<file path="config.mk">
export PLATFORM = sky130hd
export DESIGN_NAME = sfw_dev_flat
export DESIGN_NICKNAME = d
export VERILOG_FILES = /design/src/inc/sfw_pkg.sv /design/src/inc/sfw_link_if.sv /design/src/sfw_sync.sv /design/src/sfw_dev.sv /design/src/flat_wrapper.sv
export SDC_FILE = /design/constraint.sdc
export NUM_CORES = 1
export LEC_CHECK = 0
export BUFFER_PORTS_ARGS = -buffer_cell sky130_fd_sc_hd__buf_2
export CORE_MARGIN = 5
export CORE_UTILIZATION = 50
export CTS_BUF_LIST = sky130_fd_sc_hd__clkbuf_8 sky130_fd_sc_hd__clkbuf_16
export DETAILED_ROUTE_END_ITERATION = 6
export GPL_ROUTABILITY_DRIVEN = 0
export GPL_TIMING_DRIVEN = 0
export PLACE_DENSITY = 0.7
export SETUP_SLACK_MARGIN = 0.5
export SYNTH_ARGS = -nofsm -noshare
export SYNTH_HDL_FRONTEND = slang
export SYNTH_SLANG_ARGS = --single-unit
</file>
<file path="constraint.sdc">
create_clock -name CLK -period 3.75 [get_ports CLK]
set_input_delay 0.375 -clock CLK [delete_from_list [all_inputs] [get_ports CLK]]
set_output_delay 0.375 -clock CLK [all_outputs]
set_load 0.05 [all_outputs]
</file>
<file path="src/inc/sfw_pkg.sv">
// Purpose: shared constants and types for the serial flash wake/hold link
// Assumes: CLK runs at 125 MHz on both ends
// Notes: times are kept in their own unit and turned into cycle counts here
package sfw_pkg;

    // Opcode that brings the device out of deep power-down
    localparam logic [7:0] OP_WAKE = 8'hAB;

    // Clock and timing
    localparam int CLK_PERIOD_NS = 8;
    localparam int WAKE_RESUME_DELAY_NS = 30000; // longest resume time
    localparam int WAKE_RESUME_CYC = WAKE_RESUME_DELAY_NS / CLK_PERIOD_NS; // rounds down
    localparam int SYNC_LAG_CYC = 3; // pin edge to registered reaction
    localparam int CS_HIGH_NS = 50; // least chip select high time
    localparam int CS_HIGH_CYC = (CS_HIGH_NS + CLK_PERIOD_NS - 1) / CLK_PERIOD_NS;
    localparam int SCK_HALF_NS = 64; // half period of the generated link clock
    localparam int SCK_HALF_CYC = SCK_HALF_NS / CLK_PERIOD_NS;

    // Counters
    localparam int CNT_W = 12;
    localparam logic [CNT_W-1:0] CNT_ZERO = 12'h000;
    localparam logic [CNT_W-1:0] CNT_ONE = 12'h001;
    localparam logic [CNT_W-1:0] WAKE_RESUME_LOAD = CNT_W'(WAKE_RESUME_CYC - SYNC_LAG_CYC);
    localparam logic [CNT_W-1:0] SELF_TIMED_LOAD = 12'h400; // length of a self-timed op
    localparam logic [3:0] HALF_ZERO = 4'h0;
    localparam logic [3:0] HALF_ONE = 4'h1;
    localparam logic [3:0] SCK_HALF_LOAD = 4'(SCK_HALF_CYC - 1);
    localparam logic [3:0] CS_GAP_LOAD = 4'(CS_HIGH_CYC - 1);
    localparam logic [2:0] BIT_ZERO = 3'h0;
    localparam logic [2:0] BIT_ONE = 3'h1;
    localparam logic [2:0] BIT_LAST = 3'h7;

    // Device pin synchroniser layout
    localparam int SYNC_W = 5;
    localparam int IX_CS = 4;
    localparam int IX_SCK = 3;
    localparam int IX_SI = 2;
    localparam int IX_HOLD = 1;
    localparam int IX_WP = 0;
    localparam logic [SYNC_W-1:0] SYNC_INIT = 5'h13; // cs_n, hold_n, wp_n idle high

    typedef enum logic [2:0] {
        ST_STANDBY = 3'h1,
        ST_DPD = 3'h2,
        ST_RESUME = 3'h4
    } sfw_dev_state_t;

    typedef enum logic [4:0] {
        H_IDLE = 5'h01,
        H_SETUP = 5'h02,
        H_XFER = 5'h04,
        H_NEXT = 5'h08,
        H_GAP = 5'h10
    } sfw_host_state_t;

endpackage

</file>
<file path="src/inc/sfw_link_if.sv">
// Purpose: serial link between host controller and flash end
// Assumes: the flash end is the only driver of the serial output
// Notes: a floating serial output is seen as low on so_line
`timescale 1ns/1ns
`default_nettype none
interface sfw_link_if;
    logic cs_n;
    logic sck;
    logic si;
    logic hold_n;
    logic wp_n;
    logic so;
    logic so_oe_n;
    logic so_line;

    // Wire level from the output enable
    assign so_line = so & ~so_oe_n;

    modport dev (
        input cs_n,
        input sck,
        input si,
        input hold_n,
        input wp_n,
        output so,
        output so_oe_n
    );

    modport host (
        output cs_n,
        output sck,
        output si,
        output hold_n,
        output wp_n,
        input so_line
    );
endinterface
`default_nettype wire

</file>
<file path="src/sfw_sync.sv">
// Purpose: two-flop synchroniser with edge flags on the settled value
// Assumes: inputs are asynchronous to clk
// Notes: edges are taken from stages two and three only
`timescale 1ns/1ns
`default_nettype none
module sfw_sync #(
    parameter int W = 1,
    parameter logic [W-1:0] INIT = {W{1'b0}}
) (
    input wire logic clk,
    input wire logic rst,
    input wire logic [W-1:0] d,
    output logic [W-1:0] q,
    output logic [W-1:0] q_d,
    output logic [W-1:0] rise,
    output logic [W-1:0] fall
);
    logic [W-1:0] s1_reg, s1_next;
    logic [W-1:0] s2_reg, s2_next;
    logic [W-1:0] s3_reg, s3_next;

    // Shift chain; first stage feeds only the second
    always_comb begin
        s1_next = d;
        s2_next = s1_reg;
        s3_next = s2_reg;
    end

    always_ff @(posedge clk) begin
        if (rst) begin
            s1_reg <= INIT;
            s2_reg <= INIT;
            s3_reg <= INIT;
        end else begin
            s1_reg <= s1_next;
            s2_reg <= s2_next;
            s3_reg <= s3_next;
        end
    end

    // Settled value, its previous sample and the edges between them
    assign q = s2_reg;
    assign q_d = s3_reg;
    assign rise = s2_reg & ~s3_reg;
    assign fall = ~s2_reg & s3_reg;
endmodule // sfw_sync
`default_nettype wire

</file>
<file path="src/sfw_dev.sv">
// Purpose: flash end of the link: wake from deep power-down, hold, edge timing
// Assumes: link pins are asynchronous and pass the synchroniser first
// Notes: commands other than wake are handed to the user side byte by byte
`timescale 1ns/1ns
`default_nettype none
// Behaviour
// - Deep power-down ignores everything but wake
// - Host wakes with chip select, wake opcode
// - Whole bytes after the wake opcode are ignored
// - Chip select rise after wake starts resume
// - Partial or unaligned wake keeps deep power-down
// - Hold never pauses self-timed operations
// - Hold starts only in clock low phase
// - Hold lasts while hold and select asserted
// - Hold floats output, ignores input, keeps protect
// - Hold ends only in clock low phase
// - Select rise during hold aborts, clears latch
// - Drive on falling edge, sample on rising
// - Full-cycle host samples on next falling
// - Full-cycle host drives on rising edge
// - Mode 0/3 host samples next rising edge
// - Standby reached within 30 us of wake
module sfw_dev (
    input wire logic CLK,
    input wire logic RST,
    sfw_link_if.dev LNK,
    input wire logic DPD_ENTER,
    input wire logic LATCH_SET,
    input wire logic OP_START,
    input wire logic [7:0] TX_BYTE,
    output logic [7:0] RX_BYTE,
    output logic RX_VALID,
    output logic IN_DPD,
    output logic RESUMING,
    output logic WRITE_ENABLE_LATCH,
    output logic HOLD_ACTIVE,
    output logic OP_BUSY,
    output logic WP_ACTIVE
);
    logic [sfw_pkg::SYNC_W-1:0] pin_q;
    logic [sfw_pkg::SYNC_W-1:0] pin_q_d;
    logic [sfw_pkg::SYNC_W-1:0] pin_rise;
    logic [sfw_pkg::SYNC_W-1:0] pin_fall;
    logic cs_act;
    logic cs_end;
    logic sck_high;
    logic sck_rise;
    logic sck_fall;
    logic si_bit;
    logic hold_pin;
    logic link_live;
    logic byte_done;
    logic [7:0] byte_in;
    sfw_pkg::sfw_dev_state_t state_reg, state_next;
    logic hold_reg, hold_next;
    logic [2:0] bit_reg, bit_next;
    logic [7:0] rx_sh_reg, rx_sh_next;
    logic first_reg, first_next;
    logic wake_reg, wake_next;
    logic [7:0] tx_sh_reg, tx_sh_next;
    logic tx_en_reg, tx_en_next;
    logic so_reg, so_next;
    logic oe_n_reg, oe_n_next;
    logic [7:0] rx_byte_reg, rx_byte_next;
    logic rx_valid_reg, rx_valid_next;
    logic [sfw_pkg::CNT_W-1:0] rsm_cnt_reg, rsm_cnt_next;
    logic [sfw_pkg::CNT_W-1:0] op_cnt_reg, op_cnt_next;
    logic write_enable_latch_reg, write_enable_latch_next;
    logic wp_reg, wp_next;

    // All link pins cross into CLK here
    sfw_sync #(
        .W(sfw_pkg::SYNC_W),
        .INIT(sfw_pkg::SYNC_INIT)
    ) u_pins (
        .clk(CLK),
        .rst(RST),
        .d({LNK.cs_n, LNK.sck, LNK.si, LNK.hold_n, LNK.wp_n}),
        .q(pin_q),
        .q_d(pin_q_d),
        .rise(pin_rise),
        .fall(pin_fall)
    );

    // Decoded pin events
    assign cs_act = ~pin_q[sfw_pkg::IX_CS];
    assign cs_end = pin_rise[sfw_pkg::IX_CS];
    assign sck_high = pin_q[sfw_pkg::IX_SCK];
    assign sck_rise = pin_rise[sfw_pkg::IX_SCK];
    assign sck_fall = pin_fall[sfw_pkg::IX_SCK];
    assign si_bit = pin_q_d[sfw_pkg::IX_SI]; // value before the edge; host may change it on it
    assign hold_pin = ~pin_q[sfw_pkg::IX_HOLD];
    assign link_live = cs_act & ~hold_reg;
    assign byte_in = {rx_sh_reg[6:0], si_bit};
    assign byte_done = link_live & sck_rise & (bit_reg == sfw_pkg::BIT_LAST);

    // Hold tracking; hold pin changes take effect only in the clock low phase, deselect clears at once
    always_comb begin
        hold_next = hold_reg;
        if (!cs_act) begin
            hold_next = 1'b0;
        end else if (!hold_reg) begin
            hold_next = hold_pin & ~sck_high;
        end else begin
            hold_next = hold_pin | sck_high;
        end
    end

    // Shift in on rising, shift out on falling
    always_comb begin
        bit_next = bit_reg;
        rx_sh_next = rx_sh_reg;
        first_next = first_reg;
        wake_next = wake_reg;
        tx_sh_next = tx_sh_reg;
        tx_en_next = tx_en_reg;
        so_next = so_reg;
        rx_byte_next = rx_byte_reg;
        rx_valid_next = 1'b0;
        if (cs_end) begin
            bit_next = sfw_pkg::BIT_ZERO;
            first_next = 1'b0;
            wake_next = 1'b0;
            tx_en_next = 1'b0;
        end else if (link_live && sck_rise) begin
            bit_next = bit_reg + sfw_pkg::BIT_ONE;
            rx_sh_next = byte_in;
            if (byte_done) begin
                first_next = 1'b1;
                if (state_reg == sfw_pkg::ST_DPD) begin
                    // Only the first byte counts as opcode
                    if (!first_reg) begin
                        wake_next = (byte_in == sfw_pkg::OP_WAKE);
                    end
                end else if (state_reg == sfw_pkg::ST_STANDBY) begin
                    rx_byte_next = byte_in;
                    rx_valid_next = 1'b1;
                    tx_sh_next = TX_BYTE;
                    tx_en_next = 1'b1;
                end
            end
        end else if (link_live && sck_fall && tx_en_reg) begin
            so_next = tx_sh_reg[7];
            tx_sh_next = {tx_sh_reg[6:0], 1'b0};
        end
    end

    // Output enable: floated in hold, deep power-down and outside a frame
    always_comb begin
        oe_n_next = ~(tx_en_reg & link_live & (state_reg == sfw_pkg::ST_STANDBY));
    end

    // Power state; a wake counts only on a byte boundary after a full opcode
    always_comb begin
        state_next = state_reg;
        rsm_cnt_next = rsm_cnt_reg;
        unique case (state_reg)
            sfw_pkg::ST_STANDBY: begin
                // Entry refused while a self-timed op runs
                if (DPD_ENTER && !cs_act && op_cnt_reg == sfw_pkg::CNT_ZERO) begin
                    state_next = sfw_pkg::ST_DPD;
                end
            end
            sfw_pkg::ST_DPD: begin
                if (cs_end && wake_reg && bit_reg == sfw_pkg::BIT_ZERO) begin
                    state_next = sfw_pkg::ST_RESUME;
                    rsm_cnt_next = sfw_pkg::WAKE_RESUME_LOAD;
                end
            end
            sfw_pkg::ST_RESUME: begin
                if (rsm_cnt_reg == sfw_pkg::CNT_ONE) begin
                    state_next = sfw_pkg::ST_STANDBY;
                end else begin
                    rsm_cnt_next = rsm_cnt_reg - sfw_pkg::CNT_ONE;
                end
            end
        endcase
    end

    // Self-timed op, write-enable latch and protect pin
    always_comb begin
        op_cnt_next = op_cnt_reg;
        if (op_cnt_reg != sfw_pkg::CNT_ZERO) begin
            op_cnt_next = op_cnt_reg - sfw_pkg::CNT_ONE;
        end else if (OP_START && state_reg == sfw_pkg::ST_STANDBY) begin
            op_cnt_next = sfw_pkg::SELF_TIMED_LOAD;
        end
        write_enable_latch_next = write_enable_latch_reg;
        if (cs_end && (hold_reg || hold_pin)) begin
            write_enable_latch_next = 1'b0;
        end
        // Set wins over a clear in the same cycle
        if (LATCH_SET && state_reg == sfw_pkg::ST_STANDBY) begin
            write_enable_latch_next = 1'b1;
        end
        wp_next = ~pin_q[sfw_pkg::IX_WP];
    end

    always_ff @(posedge CLK) begin
        if (RST) begin
            state_reg <= sfw_pkg::ST_STANDBY;
            hold_reg <= 1'b0;
            bit_reg <= sfw_pkg::BIT_ZERO;
            rx_sh_reg <= 8'h00;
            first_reg <= 1'b0;
            wake_reg <= 1'b0;
            tx_sh_reg <= 8'h00;
            tx_en_reg <= 1'b0;
            so_reg <= 1'b0;
            oe_n_reg <= 1'b1;
            rx_byte_reg <= 8'h00;
            rx_valid_reg <= 1'b0;
            rsm_cnt_reg <= sfw_pkg::CNT_ZERO;
            op_cnt_reg <= sfw_pkg::CNT_ZERO;
            write_enable_latch_reg <= 1'b0;
            wp_reg <= 1'b0;
        end else begin
            state_reg <= state_next;
            hold_reg <= hold_next;
            bit_reg <= bit_next;
            rx_sh_reg <= rx_sh_next;
            first_reg <= first_next;
            wake_reg <= wake_next;
            tx_sh_reg <= tx_sh_next;
            tx_en_reg <= tx_en_next;
            so_reg <= so_next;
            oe_n_reg <= oe_n_next;
            rx_byte_reg <= rx_byte_next;
            rx_valid_reg <= rx_valid_next;
            rsm_cnt_reg <= rsm_cnt_next;
            op_cnt_reg <= op_cnt_next;
            write_enable_latch_reg <= write_enable_latch_next;
            wp_reg <= wp_next;
        end
    end

    // Pins and status
    assign LNK.so = so_reg;
    assign LNK.so_oe_n = oe_n_reg;
    assign RX_BYTE = rx_byte_reg;
    assign RX_VALID = rx_valid_reg;
    assign IN_DPD = (state_reg == sfw_pkg::ST_DPD);
    assign RESUMING = (state_reg == sfw_pkg::ST_RESUME);
    assign WRITE_ENABLE_LATCH = write_enable_latch_reg;
    assign HOLD_ACTIVE = hold_reg;
    assign OP_BUSY = (op_cnt_reg != sfw_pkg::CNT_ZERO);
    assign WP_ACTIVE = wp_reg;
endmodule // sfw_dev
`default_nettype wire

</file>
<file path="src/flat_wrapper.sv">
// flat-port wrapper written by rule: the top's interface ports become plain ports
module sfw_dev_flat 
  (CLK, RST, DPD_ENTER, LATCH_SET, OP_START, TX_BYTE, RX_BYTE, RX_VALID, IN_DPD, RESUMING, WRITE_ENABLE_LATCH, HOLD_ACTIVE, OP_BUSY, WP_ACTIVE, LNK_cs_n, LNK_sck, LNK_si, LNK_hold_n, LNK_wp_n, LNK_so, LNK_so_oe_n);
  sfw_link_if LNK_i ();
  input wire logic CLK;
  input wire logic RST;
  input wire logic DPD_ENTER;
  input wire logic LATCH_SET;
  input wire logic OP_START;
  input wire logic [7:0] TX_BYTE;
  output logic [7:0] RX_BYTE;
  output logic RX_VALID;
  output logic IN_DPD;
  output logic RESUMING;
  output logic WRITE_ENABLE_LATCH;
  output logic HOLD_ACTIVE;
  output logic OP_BUSY;
  output logic WP_ACTIVE;
  input wire logic [$bits(LNK_i.cs_n)-1:0] LNK_cs_n;
  input wire logic [$bits(LNK_i.sck)-1:0] LNK_sck;
  input wire logic [$bits(LNK_i.si)-1:0] LNK_si;
  input wire logic [$bits(LNK_i.hold_n)-1:0] LNK_hold_n;
  input wire logic [$bits(LNK_i.wp_n)-1:0] LNK_wp_n;
  output wire logic [$bits(LNK_i.so)-1:0] LNK_so;
  output wire logic [$bits(LNK_i.so_oe_n)-1:0] LNK_so_oe_n;
  assign LNK_i.cs_n = LNK_cs_n;
  assign LNK_i.sck = LNK_sck;
  assign LNK_i.si = LNK_si;
  assign LNK_i.hold_n = LNK_hold_n;
  assign LNK_i.wp_n = LNK_wp_n;
  assign LNK_so = LNK_i.so;
  assign LNK_so_oe_n = LNK_i.so_oe_n;
  sfw_dev u_core (.CLK(CLK), .RST(RST), .LNK(LNK_i), .DPD_ENTER(DPD_ENTER), .LATCH_SET(LATCH_SET), .OP_START(OP_START), .TX_BYTE(TX_BYTE), .RX_BYTE(RX_BYTE), .RX_VALID(RX_VALID), .IN_DPD(IN_DPD), .RESUMING(RESUMING), .WRITE_ENABLE_LATCH(WRITE_ENABLE_LATCH), .HOLD_ACTIVE(HOLD_ACTIVE), .OP_BUSY(OP_BUSY), .WP_ACTIVE(WP_ACTIVE));
endmodule
</file>
==> results of run 1 <==
## cells by family (layout without fill, tap and decap cells)
| logic type | count (synthesis) | count (layout) |
|---|---|---|
| simple gates | 159 | 159 |
| flops | 75 | 75 |
| compound gates | 52 | 52 |
| buf+inv | 28 | 77 |
| xor+xnor | 13 | 13 |
| mux | 9 | 9 |
| fa+ha+maj | 7 | 7 |
## power by group
part	total [mW]	switching (mW)	leakage [nW]	internal, mW
Combinational	0.561	0.329	0.732	0.232
Sequential	0.942	0.0718	0.610	0.870
Clock	0.560	0.303	0.0843	0.257
Total	2.06	0.704	1.43	1.36
## final timing paths
check | end | slack (ps) | from
setup reg to reg | u_core.tx_sh_reg[4] | 1460 | u_core.state_reg[0]
setup / recovery | OP_BUSY | 1200 | u_core.op_cnt_reg[7]
hold / removal | u_core.u_pins.s1_reg[0] | 210 | LNK_wp_n
hold reg to reg | u_core.WP_ACTIVE | 390 | u_core.u_pins.q[0]
## cell type report
class,count,area (sq um)
Fill cell,568,2450
Sequential cell,75,1501
Multi-Input combinational cell,240,1456
Timing Repair Buffer,33,165.2
Clock buffer,10,137.6
Tap cell,75,93.84
Buffer,17,68.82
Clock inverter,6,41.29
Inverter,11,41.29
## worst max-delay path, stage by stage, from the launching register on
cell                      delay, ps
sky130_fd_sc_hd__dfxtp_1        360
sky130_fd_sc_hd__or4_1          590
sky130_fd_sc_hd__nor4_4         560
sky130_fd_sc_hd__inv_2           80
sky130_fd_sc_hd__buf_2          230
## cells in the final DEF (no fill, tap or decap), types with 2 or more instances in the layout
| cell | netlist | routed |
|---|---|---|
| sky130_fd_sc_hd__nor2_1 | 42 | 42 |
| sky130_fd_sc_hd__nand4_1 | 4 | 4 |
| sky130_fd_sc_hd__dfxtp_1 | 75 | 75 |
| sky130_fd_sc_hd__nand2b_1 | 3 | 3 |
| sky130_fd_sc_hd__clkbuf_8 | 0 | 10 |
| sky130_fd_sc_hd__inv_1 | 10 | 10 |
| sky130_fd_sc_hd__a31oi_1 | 2 | 2 |
| sky130_fd_sc_hd__a211oi_1 | 2 | 2 |
| sky130_fd_sc_hd__o21ai_0 | 3 | 3 |
| sky130_fd_sc_hd__ha_1 | 7 | 7 |
| sky130_fd_sc_hd__clkinv_2 | 0 | 2 |
| sky130_fd_sc_hd__nand3_1 | 12 | 12 |
| sky130_fd_sc_hd__clkbuf_1 | 11 | 11 |
| sky130_fd_sc_hd__or4_1 | 6 | 6 |
| sky130_fd_sc_hd__nand4b_1 | 2 | 2 |
| sky130_fd_sc_hd__xor2_1 | 10 | 10 |
| sky130_fd_sc_hd__mux2i_1 | 9 | 9 |
| sky130_fd_sc_hd__a21oi_1 | 28 | 28 |
| sky130_fd_sc_hd__nor3b_1 | 3 | 3 |
| sky130_fd_sc_hd__xnor2_1 | 3 | 3 |
| sky130_fd_sc_hd__nand2_1 | 41 | 41 |
| sky130_fd_sc_hd__nor3_1 | 11 | 11 |
| sky130_fd_sc_hd__nor4b_1 | 2 | 2 |
| sky130_fd_sc_hd__or2_2 | 8 | 8 |
| sky130_fd_sc_hd__buf_2 | 4 | 37 |
| sky130_fd_sc_hd__or3_1 | 5 | 5 |
| sky130_fd_sc_hd__nor4_1 | 3 | 3 |
| sky130_fd_sc_hd__nor2b_1 | 11 | 11 |
| sky130_fd_sc_hd__a311oi_1 | 8 | 8 |
| sky130_fd_sc_hd__clkinvlp_4 | 0 | 3 |
| sky130_fd_sc_hd__and2_1 | 2 | 2 |
| sky130_fd_sc_hd__buf_1 | 2 | 2 |
## per-layer routing
layer | routed length, um | up-vias
met3 | 266 | 11
met1 | 2895 | 1128
met5 | 0 | -
met4 | 84 | 0
met2 | 3095 | 43
li1 | - | 1274
## metrics by stage
step | util [%] | std cells | power, mW | setup WS (ps) | hold slack (ps)
6_report | 58.87 | 467 | 2.063 | 1204 | 206.3
5_1_grt | 58.87 | 467 | 2.190 | 1097 | 211.1
4_1_cts | 58.87 | 467 | 2.078 | 1181 | 204.3
3_5_place_dp | 55.86 | 451 | 1.527 | 1463 | 375.9
3_3_place_gp | 55.86 | 451 | 1.513 | 1514 | 379.4
2_1_floorplan | - | 343 | 1.414 | 1038 | 368.2
==> key figures, run 1 <==
Outcome
  • Run status: finished clean

Yosys
  • Mean cell area of the mapped netlist: just under 9 sq um
  • Dominant synthesized flop cell: sky130_fd_sc_hd__dfxtp_1
  • Library cell with the highest instance count after synthesis: sky130_fd_sc_hd__dfxtp_1
  • Compound-Gate Fraction of Synth Area: between 10% and 20%
  • Number of warnings issued by yosys: 0
  • Simple-gate area share of the yosys netlist: approximately a quarter
  • Library cell with the largest summed area after synthesis: sky130_fd_sc_hd__dfxtp_1
  • Mapped Area: about 3100 sq um
  • Total of flip-flops plus latches after synthesis: 75
  • Part of the Yosys area used for sequential elements: about half
  • Cell variety after synth: 43
  • Cell count after synthesis: about 340
  • Area fraction of the dominant cell type after synthesis: about half
  • Synthesized Nets: 368
  • Combinational family with the most area after synthesis: simple AND/OR/NAND/NOR gates
  • Fraction of registers with async set or reset after synthesis: 0%
  • Share of cell area taken by muxes after synthesis: roughly 2.9%
  • Ranking of synthesized cells by area: sky130_fd_sc_hd__dfxtp_1 49%, sky130_fd_sc_hd__nor2_1 5.1%, sky130_fd_sc_hd__nand2_1 5.0%
  • Xor and xnor fraction of the mapped netlist area: around 3.7%
  • Count of flip-flops with a built-in enable after synthesis: 0
  • Post-synthesis adder-cell area fraction: 2.855%
  • Most used standard cells in the synthesized netlist: 75 x sky130_fd_sc_hd__dfxtp_1, 42 x sky130_fd_sc_hd__nor2_1, 41 x sky130_fd_sc_hd__nand2_1

Setup path
  • Crit end category: output port
  • Peak fanout along the critical path: 10
  • Kind of start point of the critical path: register
  • Kind of critical path: reg2out
  • Required time of the critical path: about 3400 ps
  • R2r worst-path depth: 6
  • Crit path arrival time: 2170 ps

Global routing
  • Vias in the first global route: around 2400
  • GRT met1 Usage: between 20% and 30%
  • Global-route track usage on met3: 3.631%
  • Grt met2 use: ~30%
  • Layer with the highest usage: met2
  • Antenna violations before repair: 0
  • Largest net degree at the start of global routing: 14
  • Global-route wire length before repair: 11.11 mm
  • Total overflow reported by the global router: 0
  • GRT Total Usage: a little under a fifth

Layout
  • Non-Filler Cell Area, Final: roughly 3500 sq um
  • Area growth from synthesis to final layout: 14.27%
  • Ant. Diodes: 0
  • Fraction of layout cells with a size suffix above 1: between 10% and 20%
  • Final nets: 412

Hold path
  • Cells on Worst Hold Path: 2
  • HP Class: in2reg

Route
  • Total number of vias: between 2000 and 2500
  • Residual DRC: 0
  • Vias per cell: 5.259
  • WL per Instance: about 14 um
  • Initial detailed-routing violation count: about 100
  • First-pass iteration count of the detailed router: 4
  • Final ANT Viol Nets: 0
  • Wirelength, routed: about 6.3 mm

STA
  • Min cycle time layout: 2546 ps
  • Final Skew: 9.824 ps
  • Worst rel slew slack: 41.96%
  • Setup TNS Final: 0 ps
  • Portion of the clock cycle consumed by the worst path in the final layout: about two thirds
  • Final setup violation count: 0
  • Setup repair after global routing missed its margin: no
  • Final hold vios: 0
  • Max-slew violations: 0
  • Actual transition at the worst max-transition pin: between 800 and 900 ps
  • F_max: 0.3927 GHz

Die
  • Top-level port count: 35
  • Vertical die dimension: 88.33 um
  • Std cell rows: 28
  • DIE AREA: around 7800 sq um
  • Placeable Area: between 5000 and 6000 sq um
  • Initial Utilization: about 52%
  • Die boundary width: about 88 um

Pwr
  • Leakage: ~1.4 nW
  • Pwr/cell area: between 500 and 600 nW/um^2
  • Peak supply drop: approximately 0.00036 V

Place
  • Instance area at placement: ~3300 sq um
  • Port buffer count: 33
  • HPWL after detailed placement: ~4.5 mm

Clock network
  • Clock tree from TritonCTS: built
  • Number of CTS-inserted buffers: 9
  • Clock tree sinks: 75
  • Buffer cell driving the clock tree root: sky130_fd_sc_hd__clkbuf_8
  • Maximum clock insertion buffer count: 2
  • Clk pin slew, worst setup/hold paths: about 80 ps
  • Setup Fix Bufs, Post-CTS: 0
  • Post-cts resize count: 0
  • Cts hold-fix bufs: 0
  • Max H-tree Level: 3
  • Clock latency at the later pin of the worst-skew pair: 350 ps

Flow run
  • Count of maximum capacitance violations: 0
Power figures use the tool's default switching activity.
==> inputs of run 2 (changes only) <==
==> constraint.sdc (replaced) <==
create_clock -name CLK -period 2.5 [get_ports CLK]
set_input_delay 0.25 -clock CLK [delete_from_list [all_inputs] [get_ports CLK]]
set_output_delay 0.25 -clock CLK [all_outputs]
set_load 0.05 [all_outputs]
==> key figures, run 2 (synthesis results as in run 1) <==
Outcome
  • Run status: finished clean (unchanged)

Pwr
  • Peak supply drop: 0.0006332 V (was 0.0003581 V)
  • Final total power: 3.549 mW (was 2.063 mW)
  • Clock Power Share: 23.5% (was 27.1%)
  • Internal power of the cells: 2.343 mW (was 1.359 mW)
  • Pwr/cell area: 956.7 nW/um^2 (was 588.3 nW/um^2)
  • Switching fraction of total power: 33.99% (was 34.13%)
  • Portion of total power attributed to combinational logic: 36.1% (was 27.2%)
  • Leakage: 1.541 nW (was 1.426 nW)
  • Reported net switching power: 1.206 mW (was 0.7040 mW)
  • Power share of the sequential group: 40.4% (was 45.7%)

Layout
  • Filler instances: 558 (was 568)
  • Number of non-filler instances in the completed layout: 483 (was 467)
  • Ant. Diodes: 0 (unchanged)
  • Leading cell types in the layout, fill and taps excluded: 70 x sky130_fd_sc_hd__dfxtp_1, 42 x sky130_fd_sc_hd__nor2_1, 40 x sky130_fd_sc_hd__nand2_1 (was 75 x sky130_fd_sc_hd__dfxtp_1, 42 x sky130_fd_sc_hd__nor2_1, 41 x sky130_fd_sc_hd__nand2_1)
  • Final nets: 428 (was 412)
  • Fraction of layout cells with a size suffix above 1: 23.77% (was 16.84%)
  • Most common cell after layout, fill and taps aside: sky130_fd_sc_hd__dfxtp_1 (unchanged)
  • Area growth from synthesis to final layout: 20.92% (was 14.27%)
  • Core Util, Final: 62.29% (was 58.87%)

Clock network
  • Number of CTS-inserted buffers: 9 (unchanged)
  • Clk pin slew, worst setup/hold paths: 80 ps (about the same)
  • Clock tree from TritonCTS: built (unchanged)
  • Clock latency at the later pin of the worst-skew pair: 340 ps (was 350 ps)
  • Buffer cell driving the clock tree root: sky130_fd_sc_hd__clkbuf_8 (unchanged)
  • Maximum clock insertion buffer count: 2 (unchanged)
  • Clock tree sinks: 75 (unchanged)
  • Max H-tree Level: 3 (unchanged)

Die
  • Top-level port count: 35 (unchanged)
  • Vertical die dimension: 88.33 um (unchanged)
  • Placeable Area: 5956 sq um (unchanged)
  • Initial Utilization: 51.51% (unchanged)
  • Std cell rows: 28 (unchanged)
  • Die boundary width: 88.33 um (unchanged)
  • DIE AREA: 7802 sq um (unchanged)

Flow run
  • Count of maximum capacitance violations: 0 (unchanged)

Route
  • Final ANT Viol Nets: 0 (unchanged)
  • Wirelength, routed: 6.518 mm (was 6.342 mm)
  • Initial detailed-routing violation count: 162 (was 101)
  • Vias per cell: 5.244 (was 5.259)
  • WL per Instance: 13.49 um (was 13.58 um)
  • First-pass iteration count of the detailed router: 4 (unchanged)
  • Total number of vias: 2533 (was 2456)
  • Residual DRC: 0 (unchanged)

Global routing
  • Antenna violations before repair: 0 (unchanged)
  • Largest net degree at the start of global routing: 15 (was 14)
  • Global-route track usage on met3: 3.538% (was 3.631%)
  • Layer with the highest usage: met2 (unchanged)
  • GRT met1 Usage: 24.11% (was 23.20%)
  • GRT Total Usage: 18.37% (was 18.31%)
  • Global-route wire length before repair: 11.18 mm (was 11.11 mm)
  • Vias in the first global route: 2432 (was 2404)
  • Grt met2 use: 28.82% (was 30.05%)
  • Total overflow reported by the global router: 0 (unchanged)

STA
  • Final setup violation count: 0 (unchanged)
  • Actual transition at the worst max-transition pin: 901.7 ps (was 862.6 ps)
  • Final hold vios: 0 (unchanged)
  • F_max: 0.5002 GHz
  • Setup repair after global routing missed its margin: yes (was no)
  • Min cycle time layout: 1999 ps
  • Post-layout worst setup margin: 500.8 ps (was 1204 ps)
  • Final Skew: 8.595 ps (was 9.824 ps)
  • Portion of the clock cycle consumed by the worst path in the final layout: between 70% and 80%
  • Worst rel slew slack: 39.33% (was 41.96%)
  • Max-slew violations: 0 (unchanged)
  • Setup TNS Final: 0 ps (unchanged)

Place
  • DP Cell Count: 451 (unchanged)
  • Placement Setup Slack: 84.92 ps (was 1463 ps)
  • Port buffer count: 33 (unchanged)
  • HPWL after detailed placement: 4.337 mm (was 4.517 mm)

Setup path
  • Required time of the critical path: 2710 ps (was 3380 ps)
  • Largest stage delay on the critical path: 510 ps (was 590 ps)
  • Crit path arrival time: 2210 ps (was 2170 ps)
  • Peak fanout along the critical path: 3 (was 10)
  • Crit end category: register (was output port)
  • Kind of critical path: reg2reg (was reg2out)
  • Cell-by-cell trace of the critical path: or4_4 > buf_6 > nor4_4 > inv_2 > buf_4 > buf_4 > buf_4 > buf_4 > nand2_1 > a21oi_1 (was or4_1 > nor4_4 > inv_2 > buf_2)
  • Critical path's slowest cell: sky130_fd_sc_hd__or4_4 (was sky130_fd_sc_hd__or4_1)
  • Cell mode on critical path: sky130_fd_sc_hd__buf_4
  • Kind of start point of the critical path: register (unchanged)

Hold path
  • HP Class: in2reg (unchanged)
run 2: changes by cell type in the layout (fill, tap and decap cells not counted), moves of 3 or more:
cell,change
sky130_fd_sc_hd__buf_4,+15
sky130_fd_sc_hd__clkbuf_2,+3
sky130_fd_sc_hd__dfxtp_1,-5
sky130_fd_sc_hd__dfxtp_2,+4
sky130_fd_sc_hd__nor3b_1,-3
sky130_fd_sc_hd__nor3b_4,+3
run 2: worst max-delay path: cells and delay by family, from the launching register on:
family | cells | cell delay [ps]
DFF | 1 | 340
AOI/OAI and AO/OA | 1 | 60
buffers and inverters | 6 | 730
and+or+nand+nor | 3 | 740
run 2: path summary, 6_finish.rpt:
path / cells past startpoint / startpoint / endpoint / slack (ps)
worst max-delay path: 10 / u_core.op_cnt_reg[2] / u_core.op_cnt_reg[0] / 500
worst min-delay path: 2 / LNK_hold_n / u_core.u_pins.s1_reg[1] / 90
worst max register to register: 10 / u_core.op_cnt_reg[2] / u_core.op_cnt_reg[0] / 500
worst min register to register: 1 / u_core.u_pins.q[0] / u_core.WP_ACTIVE / 400
run 2: final cells by class:
type	instances	area, sq um	area share (%)
Buffer	17	78.83	2.125
Clock buffer	9	123.9	3.339
Clock inverter	7	52.55	1.417
Inverter	11	41.29	1.113
Multi-Input combinational cell	240	1506	40.61
Sequential cell	75	1510	40.71
Tap cell	75	93.84	2.530
Timing Repair Buffer	49	302.8	8.162
run 2: power by group through the flow:
stage / registers [mW] / logic (mW) / clock network, mW
finish: 1.43 / 1.28 / 0.834
CTS: 1.42 / 1.09 / 0.849
global placement: 1.45 / 0.840 / 0
floorplan: 1.45 / 0.694 / 0
detailed placement: 1.45 / 0.854 / 0
global route: 1.45 / 1.42 / 0.904
run 2: timing repair:
action / 4_1_cts / 5_1_grt
hold buffers: 0 / 0
resized for setup: 11 / 12
pin swaps: 2 / 6
endpoints found under the setup margin: 31 / 30
buffers inserted: 9 / 7
run 2: per-stage QoR:
step           instance area [sq um]  hold WS, ps
3_3_place_gp                    3349        379.1
6_report                        3710        87.67
5_1_grt                         3710        73.88
2_1_floorplan                   3090        353.8
4_1_cts                         3633        73.56
3_5_place_dp                    3349        377.2
run 2: per-layer routing:
layer / up-vias / wire (um) / part of all wire, %
li1: 1308 / - / -
met1: 1163 / 3051 / 47
met2: 50 / 3094 / 47
met3: 12 / 245 / 3.8
met4: 0 / 126 / 1.9
met5: - / 0 / 0
